--- config.mk ---
export PLATFORM = sky130hd
export DESIGN_NAME = simu_core
export DESIGN_NICKNAME = d
export VERILOG_FILES = /design/src/verilog/simu_pkg.sv /design/src/verilog/simu_mask_test.sv /design/src/verilog/simu_core.sv
export SDC_FILE = /design/constraint.sdc
export NUM_CORES = 1
export LEC_CHECK = 0
export BUFFER_PORTS_ARGS = -buffer_cell sky130_fd_sc_hd__buf_2
export CORE_AREA = 2 2 126 128
export CTS_CLUSTER_DIAMETER = 150
export DETAILED_ROUTE_END_ITERATION = 6
export DIE_AREA = 0 0 128 130
export GPL_TIMING_DRIVEN = 0
export PLACE_DENSITY_LB_ADDON = 0.08
export SLEW_MARGIN = 15
export SYNTH_ARGS = -nofsm -noshare
export SYNTH_HDL_FRONTEND = slang
export SYNTH_SLANG_ARGS = --single-unit
export TNS_END_PERCENT = 50
--- constraint.sdc ---
create_clock -name clk -period 5 [get_ports clk]
set_input_delay 1 -clock clk [delete_from_list [all_inputs] [get_ports clk]]
set_output_delay 1 -clock clk [all_outputs]
set_load 0.02 [all_outputs]
--- src/verilog/simu_pkg.sv ---
// ---------------------------------------------------------------
// Sense indicator mask unit: shared constants and types
// ---------------------------------------------------------------
package simu_pkg;

    // ---------------------------------------------------------------
    // Word layout
    // ---------------------------------------------------------------
    localparam int unsigned SIMU_WORD_W   = 36;            // Indicator word width
    localparam int unsigned SIMU_HALF_W   = 18;            // Half word / immediate width
    localparam int unsigned SIMU_LEFT_LO  = 0;             // First left-half position
    localparam int unsigned SIMU_RIGHT_LO = 18;            // First right-half position

    // Indicator value after reset
    localparam logic [0:SIMU_WORD_W-1] SIMU_SI_RESET = 36'h000000000;

    // ---------------------------------------------------------------
    // Instruction lengths in processor cycles
    // ---------------------------------------------------------------
    localparam logic [2:0] SIMU_CYC_CLEAR_HALF  = 3'h1;    // Clear half, immediate
    localparam logic [2:0] SIMU_CYC_TOGGLE_AC   = 3'h1;    // Toggle from arith reg
    localparam logic [2:0] SIMU_CYC_TOGGLE_ST   = 3'h2;    // Toggle from storage
    localparam logic [2:0] SIMU_CYC_TOGGLE_HALF = 3'h1;    // Toggle half, immediate
    localparam logic [2:0] SIMU_CYC_TRANSFER    = 3'h2;    // Transfer on indicators
    localparam logic [2:0] SIMU_CYC_SKIP_ST     = 3'h4;    // Skip, storage mask
    localparam logic [2:0] SIMU_CYC_SKIP_HALF   = 3'h3;    // Skip, immediate mask

    // ---------------------------------------------------------------
    // Operation codes presented by the sequencer
    // ---------------------------------------------------------------
    typedef enum logic [3:0] {
        SIMU_OP_NONE                   = 4'h0,
        SIMU_OP_CLEAR_LEFT_HALF_IMM    = 4'h1,
        SIMU_OP_CLEAR_RIGHT_HALF_IMM   = 4'h2,
        SIMU_OP_TOGGLE_FROM_ARITH      = 4'h3,
        SIMU_OP_TOGGLE_FROM_STORAGE    = 4'h4,
        SIMU_OP_TOGGLE_LEFT_HALF_IMM   = 4'h5,
        SIMU_OP_TOGGLE_RIGHT_HALF_IMM  = 4'h6,
        SIMU_OP_TRANSFER_WHEN_ALL_ON   = 4'h7,
        SIMU_OP_TRANSFER_WHEN_ALL_OFF  = 4'h8,
        SIMU_OP_SKIP_ON_STORAGE_MASK   = 4'h9,
        SIMU_OP_SKIP_OFF_STORAGE_MASK  = 4'hA,
        SIMU_OP_SKIP_ON_LEFT_HALF      = 4'hB,
        SIMU_OP_SKIP_ON_RIGHT_HALF     = 4'hC,
        SIMU_OP_SKIP_OFF_LEFT_HALF     = 4'hD,
        SIMU_OP_SKIP_OFF_RIGHT_HALF    = 4'hE
    } simu_op_t;

    // Execution state
    typedef enum logic [0:0] {
        SIMU_ST_IDLE = 1'h0,
        SIMU_ST_BUSY = 1'h1
    } simu_state_t;

endpackage : simu_pkg

--- src/verilog/simu_mask_test.sv ---
`timescale 1ns/10ps
// ---------------------------------------------------------------
// Mask test: are all selected indicators on, or all off
// ---------------------------------------------------------------
module simu_mask_test #(
    parameter int unsigned WIDTH = 36                  // Positions examined
) (
    input  wire logic [0:WIDTH-1] indicators,          // Current indicator state
    input  wire logic [0:WIDTH-1] mask,                // Ones select positions
    output logic                  all_on,              // Every selected position is 1
    output logic                  all_off              // Every selected position is 0
);

    // Unselected positions are ignored; an empty mask passes both tests
    always_comb begin
        all_on  = ((indicators & mask) == mask);
        all_off = ((indicators & mask) == '0);
    end

endmodule : simu_mask_test

--- src/verilog/simu_core.sv ---
`timescale 1ns/10ps
// What this block does
// - Holds 36 settable, testable sense indicators
// - Only mask-one positions are touched or tested
// - Left-half immediate clear, one cycle
// - Right-half immediate clear, one cycle
// - Arith register toggles indicators, one cycle
// - A one flips a position, zero leaves
// - Storage word toggles indicators, two cycles
// - Left-half immediate toggle, one cycle
// - Right-half immediate toggle, one cycle
// - Transfer when all selected on, two cycles
// - Transfer when all selected off, two cycles
// - Skip if storage-selected all on, four cycles
// - Skip if storage-selected all off, four cycles
// - Skip if left-half selected all on
// - Skip if right-half selected all on
// - Skip if left-half selected all off
// - Skip if right-half selected all off
module simu_core
    import simu_pkg::*;
#(
    parameter int unsigned WORD_W = simu_pkg::SIMU_WORD_W,  // Indicator word width
    parameter int unsigned HALF_W = simu_pkg::SIMU_HALF_W   // Immediate field width
) (
    input  wire logic                       clk,            // 50 MHz processor clock
    input  wire logic                       nrst,           // Async reset, active low
    input  wire logic                       op_start,       // Sequencer issues an operation
    input  wire simu_pkg::simu_op_t         op_code,        // Operation to execute
    input  wire logic [0:WORD_W-1]          main_arith_reg, // Arith register P,1-35
    input  wire logic [0:WORD_W-1]          storage_word,   // Operand word S,1-35
    input  wire logic [0:HALF_W-1]          imm_mask,       // Instruction bits 18-35
    input  wire logic                       trap_mode,      // Transfer trap mode active
    output logic                            op_ready,       // Unit can take an operation
    output logic                            op_done,        // Operation finished, one cycle
    output logic                            transfer_taken, // Go to operand location
    output logic                            trap_taken,     // Taken transfer trapped instead
    output logic                            skip_next,      // Skip the next instruction
    output logic [0:WORD_W-1]               sense_ind       // Indicator contents
);

    // ---------------------------------------------------------------
    // Elaboration checks
    // ---------------------------------------------------------------
    if (WORD_W != 2 * HALF_W) begin : g_bad_width
        $error("simu_core: word width must be twice the half width");
    end
    if (HALF_W == 0) begin : g_bad_half
        $error("simu_core: half width must be nonzero");
    end

    // ---------------------------------------------------------------
    // Helper functions
    // ---------------------------------------------------------------

    // Place an immediate mask over the left or right half of the word
    function automatic logic [0:WORD_W-1] half_mask(
        input logic [0:HALF_W-1] imm,
        input logic              right
    );
        logic [0:WORD_W-1] m;
        m = '0;
        if (right) begin
            m[HALF_W +: HALF_W] = imm;                      // Positions 18-35
        end else begin
            m[0 +: HALF_W] = imm;                           // Positions 0-17
        end
        return m;
    endfunction : half_mask

    // Number of processor cycles an operation occupies
    function automatic logic [2:0] op_cycles(input simu_op_t op);
        logic [2:0] n;
        n = 3'h1;
        case (op)
            SIMU_OP_CLEAR_LEFT_HALF_IMM,
            SIMU_OP_CLEAR_RIGHT_HALF_IMM:  n = SIMU_CYC_CLEAR_HALF;
            SIMU_OP_TOGGLE_FROM_ARITH:     n = SIMU_CYC_TOGGLE_AC;
            SIMU_OP_TOGGLE_FROM_STORAGE:   n = SIMU_CYC_TOGGLE_ST;
            SIMU_OP_TOGGLE_LEFT_HALF_IMM,
            SIMU_OP_TOGGLE_RIGHT_HALF_IMM: n = SIMU_CYC_TOGGLE_HALF;
            SIMU_OP_TRANSFER_WHEN_ALL_ON,
            SIMU_OP_TRANSFER_WHEN_ALL_OFF: n = SIMU_CYC_TRANSFER;
            SIMU_OP_SKIP_ON_STORAGE_MASK,
            SIMU_OP_SKIP_OFF_STORAGE_MASK: n = SIMU_CYC_SKIP_ST;
            SIMU_OP_SKIP_ON_LEFT_HALF,
            SIMU_OP_SKIP_ON_RIGHT_HALF,
            SIMU_OP_SKIP_OFF_LEFT_HALF,
            SIMU_OP_SKIP_OFF_RIGHT_HALF:   n = SIMU_CYC_SKIP_HALF;
            default:                       n = 3'h1;
        endcase
        return n;
    endfunction : op_cycles

    // ---------------------------------------------------------------
    // State
    // ---------------------------------------------------------------
    simu_state_t       state_reg,    state_next;
    simu_op_t          op_reg,       op_next;
    logic [2:0]        cnt_reg,      cnt_next;
    logic [0:WORD_W-1] mask_reg,     mask_next;
    logic [0:WORD_W-1] si_reg,       si_next;
    logic              done_reg,     done_next;
    logic              xfer_reg,     xfer_next;
    logic              trap_reg,     trap_next;
    logic              skip_reg,     skip_next_v;
    logic              trap_mode_reg, trap_mode_next;

    // Mask built at issue time from the source the operation names
    logic [0:WORD_W-1] issue_mask;
    logic              test_on;
    logic              test_off;
    logic              accept;

    // ---------------------------------------------------------------
    // Mask selection at issue
    // ---------------------------------------------------------------

    // Pick the mask source for the operation being issued
    always_comb begin
        issue_mask = '0;
        case (op_code)
            SIMU_OP_CLEAR_LEFT_HALF_IMM,
            SIMU_OP_TOGGLE_LEFT_HALF_IMM,
            SIMU_OP_SKIP_ON_LEFT_HALF,
            SIMU_OP_SKIP_OFF_LEFT_HALF:
                issue_mask = half_mask(imm_mask, 1'b0);
            SIMU_OP_CLEAR_RIGHT_HALF_IMM,
            SIMU_OP_TOGGLE_RIGHT_HALF_IMM,
            SIMU_OP_SKIP_ON_RIGHT_HALF,
            SIMU_OP_SKIP_OFF_RIGHT_HALF:
                issue_mask = half_mask(imm_mask, 1'b1);
            SIMU_OP_TOGGLE_FROM_ARITH,
            SIMU_OP_TRANSFER_WHEN_ALL_ON,
            SIMU_OP_TRANSFER_WHEN_ALL_OFF:
                issue_mask = main_arith_reg;
            SIMU_OP_TOGGLE_FROM_STORAGE,
            SIMU_OP_SKIP_ON_STORAGE_MASK,
            SIMU_OP_SKIP_OFF_STORAGE_MASK:
                issue_mask = storage_word;
            default:
                issue_mask = '0;
        endcase
    end

    // ---------------------------------------------------------------
    // Mask test on the latched mask
    // ---------------------------------------------------------------

    // Test of the current indicators against the held mask
    simu_mask_test #(
        .WIDTH      (WORD_W)
    ) u_test (
        .indicators (si_reg),
        .mask       (mask_reg),
        .all_on     (test_on),
        .all_off    (test_off)
    );

    // ---------------------------------------------------------------
    // Sequencing and indicator update
    // ---------------------------------------------------------------

    // Handshake: take a new operation only while idle
    assign accept   = op_start && (state_reg == SIMU_ST_IDLE) && (op_code != SIMU_OP_NONE);
    assign op_ready = (state_reg == SIMU_ST_IDLE);

    // Next-state logic for the whole unit
    always_comb begin
        state_next     = state_reg;
        op_next        = op_reg;
        cnt_next       = cnt_reg;
        mask_next      = mask_reg;
        si_next        = si_reg;
        trap_mode_next = trap_mode_reg;
        done_next      = 1'b0;
        xfer_next      = 1'b0;
        trap_next      = 1'b0;
        skip_next_v    = 1'b0;
        case (state_reg)
            SIMU_ST_IDLE: begin
                if (accept) begin
                    state_next     = SIMU_ST_BUSY;
                    op_next        = op_code;
                    mask_next      = issue_mask;
                    trap_mode_next = trap_mode;
                    cnt_next       = 3'(op_cycles(op_code) - 3'h1);
                end
            end
            SIMU_ST_BUSY: begin
                if (cnt_reg != 3'h0) begin
                    cnt_next = 3'(cnt_reg - 3'h1);          // Hold for the cycle count
                end else begin
                    state_next = SIMU_ST_IDLE;
                    done_next  = 1'b1;
                    case (op_reg)
                        SIMU_OP_CLEAR_LEFT_HALF_IMM,
                        SIMU_OP_CLEAR_RIGHT_HALF_IMM:
                            si_next = si_reg & ~mask_reg;
                        SIMU_OP_TOGGLE_FROM_ARITH,
                        SIMU_OP_TOGGLE_FROM_STORAGE,
                        SIMU_OP_TOGGLE_LEFT_HALF_IMM,
                        SIMU_OP_TOGGLE_RIGHT_HALF_IMM:
                            si_next = si_reg ^ mask_reg;
                        SIMU_OP_TRANSFER_WHEN_ALL_ON: begin
                            xfer_next = test_on && !trap_mode_reg;
                            trap_next = test_on && trap_mode_reg;
                        end
                        SIMU_OP_TRANSFER_WHEN_ALL_OFF: begin
                            xfer_next = test_off && !trap_mode_reg;
                            trap_next = test_off && trap_mode_reg;
                        end
                        SIMU_OP_SKIP_ON_STORAGE_MASK:
                            skip_next_v = test_on;
                        SIMU_OP_SKIP_OFF_STORAGE_MASK:
                            skip_next_v = test_off;
                        SIMU_OP_SKIP_ON_LEFT_HALF:
                            skip_next_v = test_on;
                        SIMU_OP_SKIP_ON_RIGHT_HALF:
                            skip_next_v = test_on;
                        SIMU_OP_SKIP_OFF_LEFT_HALF:
                            skip_next_v = test_off;
                        SIMU_OP_SKIP_OFF_RIGHT_HALF:
                            skip_next_v = test_off;
                        default: begin
                            si_next = si_reg;
                        end
                    endcase
                end
            end
            default: begin
                state_next = SIMU_ST_IDLE;
            end
        endcase
    end

    // Registers of the unit
    always_ff @(posedge clk or negedge nrst) begin
        if (!nrst) begin
            state_reg     <= SIMU_ST_IDLE;
            op_reg        <= SIMU_OP_NONE;
            cnt_reg       <= 3'h0;
            mask_reg      <= '0;
            si_reg        <= SIMU_SI_RESET;
            trap_mode_reg <= 1'b0;
            done_reg      <= 1'b0;
            xfer_reg      <= 1'b0;
            trap_reg      <= 1'b0;
            skip_reg      <= 1'b0;
        end else begin
            state_reg     <= state_next;
            op_reg        <= op_next;
            cnt_reg       <= cnt_next;
            mask_reg      <= mask_next;
            si_reg        <= si_next;
            trap_mode_reg <= trap_mode_next;
            done_reg      <= done_next;
            xfer_reg      <= xfer_next;
            trap_reg      <= trap_next;
            skip_reg      <= skip_next_v;
        end
    end

    // ---------------------------------------------------------------
    // Outputs
    // ---------------------------------------------------------------

    // Results come straight from flip-flops
    assign op_done        = done_reg;
    assign transfer_taken = xfer_reg;
    assign trap_taken     = trap_reg;
    assign skip_next      = skip_reg;
    assign sense_ind      = si_reg;

endmodule : simu_core

======== Word-level counts from Yosys, hierarchy flattened ========
Memory sizes are Yosys's and may differ from the RTL's.
Cells that the tools add are included.
word-level totals
  register bits ........................... 85
  latch bits .............................. 0
  RAM bits ................................ 0
  ROM bits ................................ 48
  input bits .............................. 98
  output and inout port bits .............. 41
  logic and storage cells ................. 93
  memories kept ........................... 1
operators by class
  $add $sub $neg .......................... 2
  multiply operators ...................... 0
  div/mod/pow operators ................... 0
  order comparisons ....................... 0
  equality and inequality tests ........... 31
  shift operators ......................... 0
  multiplexer cells ....................... 21
  bitwise gates (word level) .............. 6
  reduce and logical (&&, ||, !) cells .... 22
memory list
  name             words  bits a word  rd ports  clocked after Yosys merged registers in  wr ports  RTL line         source
  (no name shown)  16     3            1         0                                        0         simu_core.sv:75  case (op)
operator list
  kind                                                                    count
  36-bit case mux with 4 select lines                                     1
  36-bit AND                                                              2
  36-bit case mux with 2 select lines                                     1
  4-bit equality test (second input constant)                             14
  36-bit equality test                                                    1
  36-bit zero test                                                        1
  36-bit inverter                                                         1
  36-bit bitwise XOR                                                      1
  4-bit by 3-bit equality test with 1-bit output (second input constant)  8
  4-bit by 2-bit equality test with 1-bit output (second input constant)  4
  3-bit two-way mux                                                       4
  3-bit OR reduction                                                      4
  4-bit OR reduction                                                      3
  1-bit two-way mux                                                       10
  4-bit by 1-bit equality test with 1-bit output (second input constant)  2
  1-bit case mux with 2 select lines                                      4
  1-bit logical AND                                                       6
  3-bit case mux with 2 select lines                                      1
  3-bit by 1-bit subtractor with 3-bit output (second input constant)     2
  2-bit by 1-bit != test with 1-bit output (second input constant)        2
  2-bit AND reduction                                                     2
  4-bit nonzero test                                                      1
  3-bit AND reduction                                                     1
  3-bit nonzero test                                                      1
  other kinds (4)                                                         5

======== Logic depth before layout (Yosys ltp) ========
  depth in word-level cells ............... 8
  mapped depth ............................ 9
  gate-level depth less buffers ........... 9

======== By module ========
From an unflattened synthesis, not the netlist that was laid out.
second synthesis, totals
  cell total of the unflattened synthesis .. 647
  area, all modules ....................... 6,202.2 um^2
by module, submodules not included
  module          instances  cells each  area an instance (um^2)  seq. area each (um^2)
  simu_core       1          568         5,721.7                  2,127.0
  simu_mask_test  1          79          480.5                    0.0

======== Worst setup path after synthesis ========
Ideal clock, no wire load.
  path kind ............................... input -> register
  start ................................... input op_code[3]
  end ..................................... register cnt_reg[2]
  setup time .............................. 0.126 ns
  arrival time ............................ 2.432 ns
  required time ........................... 4.874 ns
  setup slack ............................. 2.442 ns
  cell stages on the path ................. 9
  path buffers ............................ 1
  cell sequence ........................... buf_6 > or2b_1 > a21oi_1 > a311o_1 > o21ai_0 > ha_1 > a21oi_1 > a21oi_1 > a221o_1
between the ends
  word-level cells in the longest chain between the ends .. 6
  elaborated cells on any way between the ends .. 10
RTL lines
  element                                      RTL line          source
  start: declaration                           simu_core.sv:29   input wire simu_pkg::simu_op_t op_code,
  memory read 16 x 3 bit                       --
  3-bit two-way mux                            simu_core.sv:182  if (accept) begin
  3-bit two-way mux                            simu_core.sv:180  case (state_reg)
  3-bit by 1-bit subtractor with 3-bit output  simu_core.sv:187  cnt_next = 3'(op_cycles(op_code) - 3'h1);
  3-bit two-way mux                            simu_core.sv:182
  3-bit case mux with 2 select lines           simu_core.sv:180
  end signal: assignment                       simu_core.sv:253  cnt_reg <= cnt_next;
  end: declaration                             simu_core.sv:100  logic [2:0] cnt_reg, cnt_next;
Parallel ways exist; a longest one is shown, timed or not. The select of a mux whose other input is x is not followed.
A chain may end at the register's enable or synchronous reset.

======== Worst setup path after layout ========
  start ................................... input op_code[0]
  end ..................................... register mask_reg[0] in the netlist's numbering
between the ends
  word-level cells in the longest chain between the ends .. 3
  elaborated cells on any way between the ends .. 22
RTL lines
  element                                                                            RTL line          source
  4-bit by 2-bit equality test with 1-bit output (tied with other cells)             simu_core.sv:122  case (op_code)
  4-bit OR reduction (tied with other cells)                                         simu_core.sv:122
  36-bit case mux with 4 select lines / 2-bit AND reduction (equally long branches)  --
  end signal: assignment                                                             simu_core.sv:254  mask_reg <= mask_next;
  end: declaration                                                                   simu_core.sv:101  logic [0:WORD_W-1] mask_reg, mask_next;
Parallel ways exist; a longest one is shown, timed or not.

==> qor.csv <==
metric;value;unit
status;finished, final reports clean;
clk_latency;0.35;ns
synth_edf_count;0;
drt_iter0_markers;477;
cts.path.max_buffers;2;
floorplan.initialDensity;38.8;%
fp.coreArea;15400;µm²
path_class;in2reg;
dpl_cell_area;6940;µm²
cts_inserted_buffers;9;
p_leak;3.71;nW
netlist_area;5980;µm²
cts_root_buf;clkbuf_16;
hold_violations;0;
critical_path.endpoint_type;flop;
grt_util_all_layers;24.4;%
rsz0062_at_grt;no;
period_minus_slack;2.81;ns
ant_nets;0;
setup-tns-final;0;ns
place.gp.congestion;0.893;
cts_hold_buf;0;
postCtsSetupBuffers;0;
antenna_found_initial;0;
power_frac_clock;15.2;%
max_cap_violations;0;
avgViaCountPerCell;5.58;
synthTopCellsByArea;dfrtp_1, ha_1, a222oi_1, inv_1, a211oi_1;
wl_met1;8950;µm
syn_to_final_growth;20.3;%
synth-main-ff-cell;dfrtp_1;
die_w;128;µm
slew_headroom;42.4;%
overflow;0;
r2r_cells;5;
yosys.area.top_type;dfrtp_1;
dr.pass1.iters;5;
wl_per_cell;21.2;µm
port_buffers;137;
grt_max_degree;57;
max_freq;356;MHz
hold-path-cell-count;1;
yosys_warnings;0;
dr_wl_met3;1140;µm
synth_fp_nets;795;
finalWirelength;19700;µm
drc;0;
clkTransAtPathRegs;0.06;ns
grt_pass1_vias;5161;
report.final.slew_viol_count;0;
startpoint_type;input port;
yosysMostFrequentCell;ha_1;
cts_resized;0;
wl_met2;9200;µm
critPathArrivalTime;3.06;ns
dr_total_vias;5168;
yosysUniqueCellTypes;47;
p_int;2.15;mW
synth-seq-cells;85;
min_path_type;reg2reg;
grt_pass1_wl;30000;µm
htreeDepth;3;
synthCells;583;
async_flop_share;100;%
syn_area_per_cell;10.3;µm²
die-height;130;µm
rows;46;
period_share;56.1;%
hpwl;15100;µm
power.density;563;nW/µm²
required;5.26;ns
fin_worst_skew;0.00669;ns
ir_drop;0.000276;V
p_comb_share;51.3;%
fin_area;7200;µm²
top_layer;met4;
nets;944;
cts_tree;built;
path_max_fanout;10;
synthTopCellsByCount;ha_1, dfrtp_1, inv_1;
power_frac_seq;33.5;%
p_sw_share;46.9;%
worst_slew_pin_slew;0.864;ns
fillCellCount;1500;
diodes;0;
power_switching;1.90;mW
pre_cts_slack;1.89;ns
die_area;16600;µm²
synth.top_cell.area_share;35.5;%
seq_area_frac_synth;35.5;%
boundaryPins;139;
finalSetupViolCount;0;
setup_ws;2.19;ns
drive_gt1_share;26.8;%
cts_sinks;85;
==> through the flow <==
stage               instances  total power, mW  util (%)  hold WS, ns
floorplan                 583             2.70         -        0.418
global placement          912             3.37      44.8        0.435
detailed placement        913             3.44      45.0        0.438
CTS                       926             4.07      46.7        0.446
global route              926             4.41      46.7        0.471
finish                    926             4.05      46.7        0.442
==> worst paths after layout <==
path                                     from        endpoint  slack, ns
worst max-delay path               op_code[0]     mask_reg[0]       2.19
worst min-delay path            trap_mode_reg  transfer_taken       0.44
worst max register to register      state_reg   sense_ind[33]       2.71
worst min register to register  trap_mode_reg  transfer_taken       0.44
max in group asynchronous                nrst    mask_reg[26]       3.79
min in group asynchronous                nrst   sense_ind[14]       0.58
==> final cells by class <==
cell class,instances,area [µm²],area share [%]
plain buffers,33,169,2.35
clock buffers,11,243,3.37
clock inverters,2,12.5,0.174
inverters,80,300,4.17
multi-input cells,385,3390,47.1
flip-flops and latches,85,2130,29.5
well taps,192,240,3.34
repair buffers,138,716,9.94
==> placed cells by master (no fill, tap or decap), types with 2 or more instances in the layout <==
cell type,n
clkbuf_1,18
a21oi_1,23
buf_2,145
a222oi_1,36
inv_1,79
o22ai_2,20
ha_1,114
nor2b_1,5
clkbuf_16,9
buf_6,4
o21ai_4,2
o22ai_1,17
a211oi_1,36
nand3_1,5
o21ai_2,2
buf_4,2
dfrtp_1,85
nor3_1,6
o21ai_0,4
a21o_1,19
nand4_1,2
nor2_1,41
buf_1,2
a22o_1,2
nor4_1,19
nand2_1,10
==> cell families (layout without fill, tap and decap cells) <==
| family | after synthesis | count (layout) | synth area share, % |
|---|---|---|---|
| fa+ha+maj | 114 | 114 | 23.8 |
| compound gates | 170 | 170 | 23.8 |
| simple gates | 99 | 99 | 8.40 |
| buf+inv | 113 | 264 | 7.84 |
| flops | 85 | 85 | 35.5 |
| mux | 2 | 2 | 0.564 |
==> routing by layer <==
layer	global-route usage [%]	vias up
met3	3.20	22
met1	33.9	2543
met4	8.02	0
met2	39.7	192
met5	0	-
li1	-	2411
==> worst max-delay path, stage by stage <==
cell and delay (ns):
buf_2 0.12, inv_1 0.11, ha_1 0.21, nand2b_2 0.11, mux2i_4 0.38, clkbuf_1 0.68, a222oi_1 0.25, o22ai_1 0.18
==> power groups by stage <==
| stage | Sequential (mW) | Combinational (mW) | Clock, mW |
|---|---|---|---|
| 2_1_floorplan | 1.45 | 1.25 | 0 |
| 3_3_place_gp | 1.35 | 2.02 | 0 |
| 3_5_place_dp | 1.37 | 2.08 | 0 |
| 4_1_cts | 1.36 | 2.09 | 0.627 |
| 5_1_grt | 1.41 | 2.34 | 0.657 |
| 6_report | 1.36 | 2.08 | 0.616 |
(Power assumes the default switching activity.)
